File: src/common/brte_pkg.sv
// Purpose: constants and types shared by the boundary run-test engine
// Assumes: one 125 MHz system clock samples the slow test clock and all pins
// Notes: control-input cells are not held here; only the 36 I/O cells take part
package brte_pkg;

	// =====================================================================
	// geometry
	localparam int unsigned CELLS = 18;
	localparam int unsigned WORD = 36;
	localparam int unsigned BYTE_W = 9;
	localparam int unsigned OPC_W = 3;
	localparam int unsigned EN_W = 4;

	// =====================================================================
	// opcode decode on the two low bits, bit 2 splits the combined modes
	localparam logic [1:0] OPC_TOGGLE = 2'h0;
	localparam logic [1:0] OPC_PATTERN = 2'h1;
	localparam logic [1:0] OPC_SIGN = 2'h2;
	localparam logic [1:0] OPC_COMBINED = 2'h3;
	localparam int unsigned OPC_HI = 2;

	// =====================================================================
	// feedback taps: x^36+x^25+1 and x^18+x^11+1, both maximal length
	localparam int unsigned TAP36 = 24;
	localparam int unsigned TAP18 = 10;
	localparam logic [CELLS-1:0] COUNT_STEP = 18'h00001;

	// =====================================================================
	// reset values
	localparam logic [WORD-1:0] CHAIN_RESET = 36'h000000000;
	localparam logic [1:0] OE_RESET = 2'h0;

	// =====================================================================
	// synchroniser width: tck tdi capture shift idle runtest opc en a b seed_load seed
	localparam int unsigned SYNC_W = 6 + OPC_W + EN_W + CELLS + CELLS + 1 + WORD;

	typedef enum logic [5:0] {
		BRTE_OP_IDLE = 6'h01,
		BRTE_OP_TOGGLE = 6'h02,
		BRTE_OP_PATTERN = 6'h04,
		BRTE_OP_SIGN = 6'h08,
		BRTE_OP_SIGPAT = 6'h10,
		BRTE_OP_SIGCNT = 6'h20
	} brte_op_type;

endpackage : brte_pkg

File: src/rtl/brte_engine.sv
// Purpose: run-test self-test operations on the 36 I/O boundary cells
// Assumes: tap controller and instruction decode live outside, given as levels
// Notes: cells 17..0 face port A, 35..18 face port B; shadow mirrors that order
`timescale 1ns/1ps
module brte_engine (
	// clock and reset
	input wire logic clk_sys,
	input wire logic resetn,
	// test access, from the tap side
	input wire logic tck,
	input wire logic tdi,
	input wire logic tap_capture_dr,
	input wire logic tap_shift_dr,
	input wire logic tap_run_idle,
	input wire logic run_test_instr,
	input wire logic [brte_pkg::OPC_W-1:0] test_control_reg,
	// output-enable cell contents, active low
	input wire logic byte1_a_to_b_enable_n,
	input wire logic byte2_a_to_b_enable_n,
	input wire logic byte1_b_to_a_enable_n,
	input wire logic byte2_b_to_a_enable_n,
	// seed scanned into the boundary chain
	input wire logic seed_load,
	input wire logic [brte_pkg::WORD-1:0] seed_value,
	// pins
	input wire logic [brte_pkg::CELLS-1:0] a_pin_in,
	input wire logic [brte_pkg::CELLS-1:0] b_pin_in,
	output logic [brte_pkg::CELLS-1:0] a_pin_out,
	output logic [1:0] a_pin_oe,
	output logic [brte_pkg::CELLS-1:0] b_pin_out,
	output logic [1:0] b_pin_oe,
	// scan out and status
	output logic tdo,
	output logic tdo_oe,
	output logic test_mode,
	output logic [brte_pkg::WORD-1:0] boundary_chain
);

	typedef struct packed {
		logic tck_q;
		brte_pkg::brte_op_type op_q;
		logic dir_ab_q;
		logic [brte_pkg::WORD-1:0] chain_q;
		logic [brte_pkg::WORD-1:0] shadow_q;
		logic bypass_q;
		logic tdo_q;
		logic tdo_oe_q;
		logic test_mode_q;
		logic [1:0] a_oe_q;
		logic [1:0] b_oe_q;
	} brte_state_type;

	brte_state_type st_q;
	brte_state_type st_d;

	// =====================================================================
	// synchronised inputs
	logic tck_s;
	logic tdi_s;
	logic cap_s;
	logic shift_s;
	logic idle_s;
	logic run_test_instr_s;
	logic [brte_pkg::OPC_W-1:0] opc_s;
	logic [brte_pkg::EN_W-1:0] en_s;
	logic [brte_pkg::CELLS-1:0] a_s;
	logic [brte_pkg::CELLS-1:0] b_s;
	logic seed_s;
	logic [brte_pkg::WORD-1:0] seedv_s;
	logic [brte_pkg::SYNC_W-1:0] sync_out;

	brte_sync #(
		.WIDTH(brte_pkg::SYNC_W)
	) u_sync (
		.clk_sys(clk_sys),
		.resetn(resetn),
		.din({tck, tdi, tap_capture_dr, tap_shift_dr, tap_run_idle, run_test_instr, test_control_reg,
			byte1_a_to_b_enable_n, byte2_a_to_b_enable_n, byte1_b_to_a_enable_n, byte2_b_to_a_enable_n,
			a_pin_in, b_pin_in, seed_load, seed_value}),
		.dout(sync_out)
	);

	assign {tck_s, tdi_s, cap_s, shift_s, idle_s, run_test_instr_s, opc_s, en_s, a_s, b_s, seed_s, seedv_s} = sync_out;

	// =====================================================================
	// feedback functions
	function automatic logic [brte_pkg::WORD-1:0] lfsr36(input logic [brte_pkg::WORD-1:0] w);
		lfsr36 = {w[brte_pkg::WORD-2:0], w[brte_pkg::WORD-1] ^ w[brte_pkg::TAP36]};
	endfunction : lfsr36

	function automatic logic [brte_pkg::CELLS-1:0] lfsr18(input logic [brte_pkg::CELLS-1:0] w);
		lfsr18 = {w[brte_pkg::CELLS-2:0], w[brte_pkg::CELLS-1] ^ w[brte_pkg::TAP18]};
	endfunction : lfsr18

	// =====================================================================
	// edge detect and direction check
	logic rise;
	logic fall;
	logic dir_ok;
	logic dir_ab;
	logic [brte_pkg::CELLS-1:0] in_cells;
	logic [brte_pkg::CELLS-1:0] out_cells;
	logic [brte_pkg::CELLS-1:0] in_pins;
	logic [brte_pkg::CELLS-1:0] in_new;
	logic [brte_pkg::CELLS-1:0] out_new;
	logic [brte_pkg::WORD-1:0] word;
	logic [brte_pkg::WORD-1:0] word_new;
	logic e1ab;
	logic e2ab;
	logic e1ba;
	logic e2ba;

	assign rise = tck_s & ~st_q.tck_q;
	assign fall = ~tck_s & st_q.tck_q;
	assign {e1ab, e2ab, e1ba, e2ba} = en_s;
	assign dir_ok = (e1ab != e1ba) && (e2ab != e2ba) && (e1ab == e2ab) && (e1ba == e2ba);
	assign dir_ab = ~e1ab;

	// =====================================================================
	// next-state logic
	always_comb
	begin
		st_d = st_q;
		st_d.tck_q = tck_s;
		st_d.dir_ab_q = dir_ab;
		in_cells = st_q.dir_ab_q ? st_q.chain_q[brte_pkg::CELLS-1:0] : st_q.chain_q[brte_pkg::WORD-1:brte_pkg::CELLS];
		out_cells = st_q.dir_ab_q ? st_q.chain_q[brte_pkg::WORD-1:brte_pkg::CELLS] : st_q.chain_q[brte_pkg::CELLS-1:0];
		in_pins = st_q.dir_ab_q ? a_s : b_s;
		word = {out_cells, in_cells};
		word_new = word;
		in_new = in_cells;
		out_new = out_cells;

		// gate on instruction and idle state
		if (!run_test_instr_s || !idle_s || !dir_ok)
		begin
			st_d.op_q = brte_pkg::BRTE_OP_IDLE;
		end
		else
		begin
			unique case (opc_s[1:0])
				brte_pkg::OPC_TOGGLE: st_d.op_q = brte_pkg::BRTE_OP_TOGGLE;
				brte_pkg::OPC_PATTERN: st_d.op_q = brte_pkg::BRTE_OP_PATTERN;
				brte_pkg::OPC_SIGN: st_d.op_q = brte_pkg::BRTE_OP_SIGN;
				brte_pkg::OPC_COMBINED: st_d.op_q = opc_s[brte_pkg::OPC_HI] ? brte_pkg::BRTE_OP_SIGCNT
					: brte_pkg::BRTE_OP_SIGPAT;
			endcase
		end

		// order {out,in}, lsb at cell 0 of each half
		unique case (st_q.op_q)
			brte_pkg::BRTE_OP_IDLE:
			begin
				word_new = word;
			end
			brte_pkg::BRTE_OP_TOGGLE:
			begin
				in_new = in_pins;
				out_new = ~out_cells;
				word_new = {out_new, in_new};
			end
			brte_pkg::BRTE_OP_PATTERN:
			begin
				word_new = lfsr36(word);
			end
			brte_pkg::BRTE_OP_SIGN:
			begin
				// fold inputs into the 36-bit signature
				word_new = lfsr36(word) ^ {{brte_pkg::CELLS{1'b0}}, in_pins};
			end
			brte_pkg::BRTE_OP_SIGPAT:
			begin
				in_new = lfsr18(in_cells) ^ in_pins;
				out_new = lfsr18(out_cells);
				word_new = {out_new, in_new};
			end
			brte_pkg::BRTE_OP_SIGCNT:
			begin
				in_new = lfsr18(in_cells) ^ in_pins;
				out_new = out_cells + brte_pkg::COUNT_STEP;
				word_new = {out_new, in_new};
			end
		endcase

		// only the 36 i/o cells are held and changed here
		if (seed_s)
		begin
			st_d.chain_q = seedv_s;
			st_d.shadow_q = seedv_s;
		end
		else if (rise)
		begin
			// shift stages move on the rising edge
			st_d.chain_q = st_q.dir_ab_q ? {word_new[brte_pkg::WORD-1:brte_pkg::CELLS], word_new[brte_pkg::CELLS-1:0]}
				: {word_new[brte_pkg::CELLS-1:0], word_new[brte_pkg::WORD-1:brte_pkg::CELLS]};
		end
		else if (fall && st_q.op_q != brte_pkg::BRTE_OP_IDLE && st_q.op_q != brte_pkg::BRTE_OP_SIGN)
		begin
			if (st_q.dir_ab_q)
			begin
				st_d.shadow_q[brte_pkg::WORD-1:brte_pkg::CELLS] = st_q.chain_q[brte_pkg::WORD-1:brte_pkg::CELLS];
			end
			else
			begin
				st_d.shadow_q[brte_pkg::CELLS-1:0] = st_q.chain_q[brte_pkg::CELLS-1:0];
			end
		end

		if (rise && run_test_instr_s)
		begin
			if (cap_s)
			begin
				st_d.bypass_q = 1'b0;
			end
			else if (shift_s)
			begin
				st_d.bypass_q = tdi_s;
			end
		end
		// scan out moves on the falling edge
		if (fall)
		begin
			st_d.tdo_q = st_q.bypass_q;
			st_d.tdo_oe_q = shift_s;
		end

		st_d.test_mode_q = run_test_instr_s;
		// enable cells steer the output groups
		st_d.a_oe_q = run_test_instr_s ? {~e2ba, ~e1ba} : brte_pkg::OE_RESET;
		st_d.b_oe_q = run_test_instr_s ? {~e2ab, ~e1ab} : brte_pkg::OE_RESET;
	end

	always_ff @(posedge clk_sys or negedge resetn)
	begin
		if (!resetn)
		begin
			st_q <= '{tck_q: 1'b0, op_q: brte_pkg::BRTE_OP_IDLE, dir_ab_q: 1'b0,
				chain_q: brte_pkg::CHAIN_RESET, shadow_q: brte_pkg::CHAIN_RESET, bypass_q: 1'b0,
				tdo_q: 1'b0, tdo_oe_q: 1'b0, test_mode_q: 1'b0, a_oe_q: brte_pkg::OE_RESET,
				b_oe_q: brte_pkg::OE_RESET};
		end
		else
		begin
			st_q <= st_d;
		end
	end

	// =====================================================================
	// outputs, one byte group per oe bit
	assign a_pin_out = st_q.shadow_q[brte_pkg::CELLS-1:0];
	assign b_pin_out = st_q.shadow_q[brte_pkg::WORD-1:brte_pkg::CELLS];
	assign a_pin_oe = st_q.a_oe_q;
	assign b_pin_oe = st_q.b_oe_q;
	assign tdo = st_q.tdo_q;
	assign tdo_oe = st_q.tdo_oe_q;
	assign test_mode = st_q.test_mode_q;
	assign boundary_chain = st_q.chain_q;

	// =====================================================================
	// checks
	logic step;
	logic ab_run;
	assign step = rise & ~seed_s;
	assign ab_run = st_q.dir_ab_q & step;

	property p_gate;
		@(posedge clk_sys) disable iff (!resetn)
		(!run_test_instr_s || !idle_s) |=> st_q.op_q == brte_pkg::BRTE_OP_IDLE;
	endproperty
	a_gate: assert property (p_gate) else $error("operation outside run-test idle");

	property p_bypass_dir;
		@(posedge clk_sys) disable iff (!resetn)
		!dir_ok |=> st_q.op_q == brte_pkg::BRTE_OP_IDLE;
	endproperty
	a_bypass_dir: assert property (p_bypass_dir) else $error("operation with mixed direction");

	property p_idle_hold;
		@(posedge clk_sys) disable iff (!resetn)
		(st_q.op_q == brte_pkg::BRTE_OP_IDLE && !seed_s) |=> $stable(st_q.chain_q);
	endproperty
	a_idle_hold: assert property (p_idle_hold) else $error("chain changed while idle");

	property p_sample;
		@(posedge clk_sys) disable iff (!resetn)
		(ab_run && st_q.op_q == brte_pkg::BRTE_OP_TOGGLE) |=> st_q.chain_q[brte_pkg::CELLS-1:0] == $past(a_s);
	endproperty
	a_sample: assert property (p_sample) else $error("input sample missed");

	property p_toggle;
		@(posedge clk_sys) disable iff (!resetn)
		(ab_run && st_q.op_q == brte_pkg::BRTE_OP_TOGGLE) |=>
			st_q.chain_q[brte_pkg::WORD-1:brte_pkg::CELLS] == ~$past(st_q.chain_q[brte_pkg::WORD-1:brte_pkg::CELLS]);
	endproperty
	a_toggle: assert property (p_toggle) else $error("output cells not inverted");

	property p_zero_seed;
		@(posedge clk_sys) disable iff (!resetn)
		(step && st_q.op_q == brte_pkg::BRTE_OP_PATTERN && st_q.chain_q == brte_pkg::CHAIN_RESET) |=>
			st_q.chain_q == brte_pkg::CHAIN_RESET;
	endproperty
	a_zero_seed: assert property (p_zero_seed) else $error("pattern escaped the all-zero seed");

	property p_sign_shadow;
		@(posedge clk_sys) disable iff (!resetn)
		(st_q.op_q == brte_pkg::BRTE_OP_SIGN && !seed_s) |=> $stable(st_q.shadow_q);
	endproperty
	a_sign_shadow: assert property (p_sign_shadow) else $error("shadow moved in signature mode");

	property p_count;
		@(posedge clk_sys) disable iff (!resetn)
		(ab_run && st_q.op_q == brte_pkg::BRTE_OP_SIGCNT) |=> st_q.chain_q[brte_pkg::WORD-1:brte_pkg::CELLS]
			== $past(st_q.chain_q[brte_pkg::WORD-1:brte_pkg::CELLS]) + brte_pkg::COUNT_STEP;
	endproperty
	a_count: assert property (p_count) else $error("count did not advance by one");

	property p_capture;
		@(posedge clk_sys) disable iff (!resetn)
		(rise && run_test_instr_s && cap_s) |=> !st_q.bypass_q;
	endproperty
	a_capture: assert property (p_capture) else $error("bypass did not capture zero");

	property p_tdo;
		@(posedge clk_sys) disable iff (!resetn)
		fall |=> st_q.tdo_q == $past(st_q.bypass_q) && st_q.tdo_oe_q == $past(shift_s);
	endproperty
	a_tdo: assert property (p_tdo) else $error("scan out not moved on falling edge");

	property p_oe;
		@(posedge clk_sys) disable iff (!resetn)
		(run_test_instr_s && !e1ab) |=> st_q.b_oe_q[0];
	endproperty
	a_oe: assert property (p_oe) else $error("output group not enabled");

	c_toggle: cover property (@(posedge clk_sys) disable iff (!resetn) step && st_q.op_q == brte_pkg::BRTE_OP_TOGGLE);
	c_pattern: cover property (@(posedge clk_sys) disable iff (!resetn) step && st_q.op_q == brte_pkg::BRTE_OP_PATTERN);
	c_sign: cover property (@(posedge clk_sys) disable iff (!resetn) step && st_q.op_q == brte_pkg::BRTE_OP_SIGN);
	c_count: cover property (@(posedge clk_sys) disable iff (!resetn) step && st_q.op_q == brte_pkg::BRTE_OP_SIGCNT);

endmodule : brte_engine

File: src/rtl/brte_sync.sv
// Purpose: three-stage synchroniser with agreement filter
// Assumes: inputs asynchronous to clk_sys
// Notes: output changes only once stages two and three agree
`timescale 1ns/1ps
module brte_sync #(
	parameter int unsigned WIDTH = 1
) (
	// clock and reset
	input wire logic clk_sys,
	input wire logic resetn,
	// data
	input wire logic [WIDTH-1:0] din,
	output logic [WIDTH-1:0] dout
);

	typedef struct packed {
		logic [WIDTH-1:0] s1_q;
		logic [WIDTH-1:0] s2_q;
		logic [WIDTH-1:0] s3_q;
		logic [WIDTH-1:0] agreed_q;
	} brte_sync_type;

	brte_sync_type st_q;
	brte_sync_type st_d;

	// =====================================================================
	// stage one feeds stage two only
	always_comb
	begin
		st_d = st_q;
		st_d.s1_q = din;
		st_d.s2_q = st_q.s1_q;
		st_d.s3_q = st_q.s2_q;
		for (int i = 0; i < WIDTH; i++)
		begin
			if (st_q.s2_q[i] == st_q.s3_q[i])
			begin
				st_d.agreed_q[i] = st_q.s3_q[i];
			end
		end
	end

	always_ff @(posedge clk_sys or negedge resetn)
	begin
		if (!resetn)
		begin
			st_q <= '0;
		end
		else
		begin
			st_q <= st_d;
		end
	end

	assign dout = st_q.agreed_q;

endmodule : brte_sync

File: config.mk
export PLATFORM = sky130hd
export DESIGN_NAME = brte_engine
export DESIGN_NICKNAME = d
export VERILOG_FILES = /design/src/common/brte_pkg.sv /design/src/rtl/brte_engine.sv /design/src/rtl/brte_sync.sv
export SDC_FILE = /design/constraint.sdc
export NUM_CORES = 1
export LEC_CHECK = 0
export ABC_AREA = 1
export BUFFER_PORTS_ARGS = -buffer_cell sky130_fd_sc_hd__clkbuf_2
export CORE_ASPECT_RATIO = 2
export CORE_MARGIN = 3
export CORE_UTILIZATION = 60
export CTS_BUF_LIST = sky130_fd_sc_hd__clkbuf_4 sky130_fd_sc_hd__clkbuf_8
export CTS_CLUSTER_DIAMETER = 50
export DETAILED_ROUTE_END_ITERATION = 12
export GPL_ROUTABILITY_DRIVEN = 0
export GPL_TIMING_DRIVEN = 0
export HOLD_SLACK_MARGIN = 0.05
export PLACE_DENSITY = 0.8
export SYNTH_ARGS = -nofsm -noshare
export SYNTH_HDL_FRONTEND = slang
export SYNTH_SLANG_ARGS = --single-unit
File: constraint.sdc
create_clock -name clk_sys -period 2.85 [get_ports clk_sys]
set_input_delay 0.855 -clock clk_sys [delete_from_list [all_inputs] [get_ports clk_sys]]
set_output_delay 0.855 -clock clk_sys [all_outputs]
set_load 0.05 [all_outputs]
-- After elaboration in Yosys (flattened, before gate mapping)
Cells that the tools add are included.
Widths: inputs -> output; s select.
- register bits after elaboration: 432
- bits of input ports: 88
- output and inout port bits: 79
- add/subtract/negate cells: 1
- equality and inequality tests: 103
- mux-type cells: 18
- bitwise operators: 14
- reductions and logical operators: 19
- operator list (kind ; count):
    $pmux 36 s6 ; 1
    $mux 36 ; 4
    $mux 18 ; 5
    $eq 1x1->1 ; 88
    $mux 72 ; 1
    $xor 36x18->36 ; 1
    $pmux 6 s4 ; 1
    $add 18x1->18 const B ; 1
    $not 18->18 ; 1
    $xor 18x18->18 ; 1
    $mux 6 ; 2
    $reduce_bool 2->1 ; 4
    $eq 6x1->1 const B ; 1
    $eq 6x2->1 const B ; 1
    $eq 6x3->1 const B ; 1
    $eq 6x4->1 const B ; 1
    $eq 6x5->1 const B ; 1
    $eq 6x6->1 const B ; 1
    $logic_and 1x1->1 ; 6
    $ne 6x1->1 const B ; 1
    $ne 6x4->1 const B ; 1
    $not 1->1 ; 6
    $reduce_and 3->1 ; 2
    $eq 2x2->1 const B ; 2
    11 further kinds ; 21

-- Logic depth before layout (Yosys ltp)
- depth in word-level cells: 7
- mapped depth: 15
- depth with buffers taken out: 14

-- Hierarchy
Synthesis repeated with hierarchy kept, for this count alone.
- cells, all modules: 1918
- area, all modules: 18164.9 sq um
- modules (own cells, without submodules) (module ; times used ; cells each ; area each (sq um) ; seq. area each (sq um)):
    brte_sync ; 1 ; 774 ; 10652.7 ; 8608.3
    brte_engine ; 1 ; 1144 ; 7512.2 ; 2203.4

-- Worst setup path before layout
Ideal clock, no wire load.
- kind: register to register
- start: register st_q[80] in the netlist's numbering
- end: register st_q, in the netlist boundary_chain[24]
- setup time: 0.113 ns
- arrival: 1.844 ns
- setup slack: 0.893 ns
- cell stages (with the launch flop): 14
- cell sequence: dfrtp_1 -> buf_6 -> buf_2 -> o21ai_1 -> ha_1 -> nand3_2 -> nor2_1 -> nor2_1 -> o21ai_0 -> nand2_1 -> nand2_1 -> nand3_1 -> nand2_1 -> inv_1
- longest elaborated chain between the ends: 6
- elaborated cells between the ends (all ways): 11
- ends and longest elaborated chain (item ; RTL line ; text):
    start: declaration ; brte_engine.sv:53 ; brte_state_type st_q;
    start signal: assignment ; brte_engine.sv:237 ; st_q <= '{tck_q: 1'b0, op_q: brte_pkg::BRTE_OP_IDLE, dir_ab_q: 1'b0,
    start signal: assignment ; brte_engine.sv:244 ; st_q <= st_d;
    $mux 18, on equally long branches ; brte_engine.sv:127, brte_engine.sv:126, brte_engine.sv:128 ;
    $add 18x1->18, or another cell as far along ; brte_engine.sv:180 ; out_new = out_cells + brte_pkg::COUNT_STEP;
    $pmux 36 s6 ; brte_engine.sv:151 ; unique case (st_q.op_q)
    $mux 36 * ; brte_engine.sv:194 ; st_d.chain_q = st_q.dir_ab_q ? {word_new[brte_pkg::WORD-1:brte_pkg::CELLS], word_new[brte_pkg::CELLS-1:0]}
    $mux 36 * ; brte_engine.sv:191 ; else if (rise)
    $mux 72 * ; brte_engine.sv:186 ; if (seed_s)
Mark *: on every way between the ends. The rest lies on a longest branch, timed or not. The select of a mux whose other input is x is not followed.
A chain may end at the register's enable or synchronous reset.

-- Worst setup path after layout
Same ends and word-level chain as after synthesis.

==> flow_summary.ini <==
[power]
p_total_uw = 16300
power.density_nw_per_um2 = 826.0
ir_drop_uv = 592.8
leakage_uw = 0.009566

[cells_and_area]
nFillCells = 2072
fin_cells = 2226
areaGrowthSynthToFinish_pct = 15.18
drive_gt1_share_pct = 24.99
utilization_pct = 70.81
final_area_sq_um = 19740
multi_input_comb_area_sq_um = 4974
layout.nets = 1918
regArea_sq_um = 10810

[floorplanning]
rows = 86
die_h_microns = 245.0
fp.dieW_microns = 125.5
dieArea_sq_um = 30740
core-area_sq_um = 27870
initial_core_util_pct = 61.48
ios = 167

[worst_setup_path]
critPathMaxFanout = 10
critPathCaptureType = flop
cp_data_required_time_ps = 3370
reg2reg_to = boundary_chain[24]$_DFFE_PN0P_
cp_common_cell = nand2_1
ff2ff_setup_slack_ps = 150
path_cells = buf_6 -> buf_2 -> o21ai_1 -> ha_1 -> nand3_2 -> nor2_1 -> nor2_1 -> o21ai_0 -> nand2_1 -> nand2_1 -> nand3_1 -> nand2_1 -> inv_1
critPathMaxStageDelay_ps = 430
path_class = reg2reg
reg2regPathDepth = 13
crit_arrival_ps = 3220
startpoint_type = flop
slowest_stage = nor2_1
reg2reg_from = st_q[80]$_DFF_PN0_

[global_route]
grt_pass1_wl_mm = 63.05
first_global_vias = 12160
grt-ovfl-total = 0
grt_start_max_net_pins = 126
track_usage_pct = 26.04
grt_antenna_before_repair = 1

[detailed_routing]
drt_first_iter_violations = 698
ant_nets = 0
routed_wl_mm = 39.29
drc = 0
viasPerCell = 5.363
first_pass_iters = 9
route.vias.total = 11940
post_drt_wl_per_cell_microns = 17.65

[placed_design]
io_buffers = 166
hpwl_mm = 28.87
place_area_sq_um = 18500
dp_cells = 2123

[sta]
period_minus_slack_ps = 2700
skew_ps = 32.70
worst_pin_slew_ps = 755.5
clock.fmax_mhz = 370.3
finalHoldViolCount = 0
rsz0062_at_grt = no
holdWs_ps = 274.1
setup_viol = 0
slew_headroom_pct = 49.63
drv_slew = 0
post-route-period-util_pct = 94.75

[job]
maxCapViolations = 0

[yosys]
synthesis.area_sq_um = 17130
synthDistinctLibCells = 49
synth_fp_nets = 1691
ys_seq_elements = 432
synth_edf_count = 0
async_flop_share_pct = 100.0
ys_seq_area_share_pct = 63.10
synth_ff_type = dfrtp_1
synthCells = 1602
avgSynthCellArea_sq_um = 10.70
yosys_warnings = 0

[clock_network]
post_cts_buffers = 0
hold_buffers = 0
cts_max_level = 2
clkSinkCount = 432
cts.reportedPaths.clkPinSlew_ps = 70
tritoncts = built
clk_latency_ps = 640
cts.repair.resized = 0
cts_buffers = 56
cts_root_buf = clkbuf_8
clock_path_buffers = 3

[outcome]
status = completed

[min_path]
hp-class = in2async
==> logic make-up (layout without fill, tap and decap cells) <==
| kind of cell | after synthesis | count (layout) | synth area share (%) |
|---|---|---|---|
| flops | 432 | 432 | 63.10 |
| buf+inv | 245 | 516 | 7.872 |
| other cells | 0 | 1 | 0 |
| simple gates | 630 | 630 | 16.94 |
| compound gates | 192 | 192 | 6.156 |
| fa+ha+maj | 87 | 87 | 5.097 |
| mux | 1 | 1 | 0.06572 |
| xor+xnor | 15 | 15 | 0.7668 |
==> registers in the layout, indices dropped and copies added, names as in the netlist <==
name	cells
a_pin_oe	2
st_q	9
b_pin_oe	2
test_mode	1
tdo_oe	1
boundary_chain	36
u_sync.st_q	86
tdo	1
a_pin_out	18
b_pin_out	18
u_sync.dout	86
u_sync.st_d	172
==> Yosys cell counts (12+ instances only) <==
cell type / number / area share [%]
dfrtp_1: 431 / 63
nand2_1: 317 / 6.9
nor2_1: 140 / 3.1
inv_1: 109 / 2.4
maj3_1: 86 / 5.0
buf_4: 85 / 3.7
nand3_1: 82 / 2.4
a21oi_1: 63 / 1.8
o21ai_0: 63 / 1.8
o21ai_1: 39 / 1.1
or2_2: 20 / 0.73
clkbuf_1: 17 / 0.37
nand3_2: 17 / 0.99
buf_2: 15 / 0.44
xor2_1: 12 / 0.61
==> worst max path at each step <==
stage | start | end | cells past startpoint
floorplan | st_q[80]$_DFF_PN0_ | boundary_chain[24]$_DFFE_PN0P_ | 13
global placement | resetn | u_sync.st_d[88]$_DFF_PN0_ | 1
detailed placement | st_q[80]$_DFF_PN0_ | boundary_chain[24]$_DFFE_PN0P_ | 13
CTS | st_q[80]$_DFF_PN0_ | boundary_chain[24]$_DFFE_PN0P_ | 13
global route | st_q[80]$_DFF_PN0_ | boundary_chain[24]$_DFFE_PN0P_ | 13
finish | st_q[80]$_DFF_PN0_ | boundary_chain[24]$_DFFE_PN0P_ | 13
==> where the power goes <==
part | switching [uW] | leakage, uW | internal (uW)
combinational | 2870 | 0.00384 | 1320
clock | 2230 | 0.000650 | 2560
sequential | 532 | 0.00508 | 6780
total | 5630 | 0.00957 | 10700
==> per-stage QoR <==
step,setup slack [ps],TNS (ps)
finish,149.7,0
global route,0.5329,0
CTS,265.8,0
detailed placement,290.7,0
global placement,-7903,-3384890
floorplan,892.9,0
==> critical path: cells and delay by family, from the launching register on <==
| kind | cells | cell delay [ps] |
|---|---|---|
| flops | 1 | 380 |
| compound gates | 2 | 510 |
| fa+ha+maj | 1 | 280 |
| simple gates | 7 | 1060 |
| buf+inv | 3 | 380 |
==> routing by layer <==
metal / vias to the layer above / GRT usage, % / routed length (microns)
li1: 5537 / - / -
met5: - / 0 / 0
met1: 5590 / 29.65 / 13440
met4: 0 / 19.19 / 3184
met3: 193 / 4.138 / 2815
met2: 619 / 44.05 / 19850
==> layout by cell type, fill, tap and decap left out, types with 8 or more instances in the layout <==
cell,synthesis,final
nand2_1,317,317
clkinv_2,0,11
clkbuf_2,1,166
o21ai_1,39,39
inv_1,109,109
maj3_1,86,86
buf_2,15,15
buf_4,85,85
clkbuf_8,0,70
or2_1,8,8
clkbuf_1,17,17
nand2_2,9,9
dfrtp_1,431,431
a21oi_1,63,63
or2_2,20,20
clkbuf_4,0,12
nand3_2,17,17
xor2_1,12,12
nand3_1,82,82
o21ai_0,63,63
nor2_1,140,140
==> area by class of cell <==
type	count	share of cell area (%)
well taps	352	2.232
clock inverters	21	0.9954
diodes	1	0.01268
clock buffers	81	5.269
inverters	117	2.276
multi-input cells	925	25.20
plain buffers	128	4.558
flip-flops and latches	432	54.78
repair buffers	169	4.673
(Power assumes the default switching activity.)
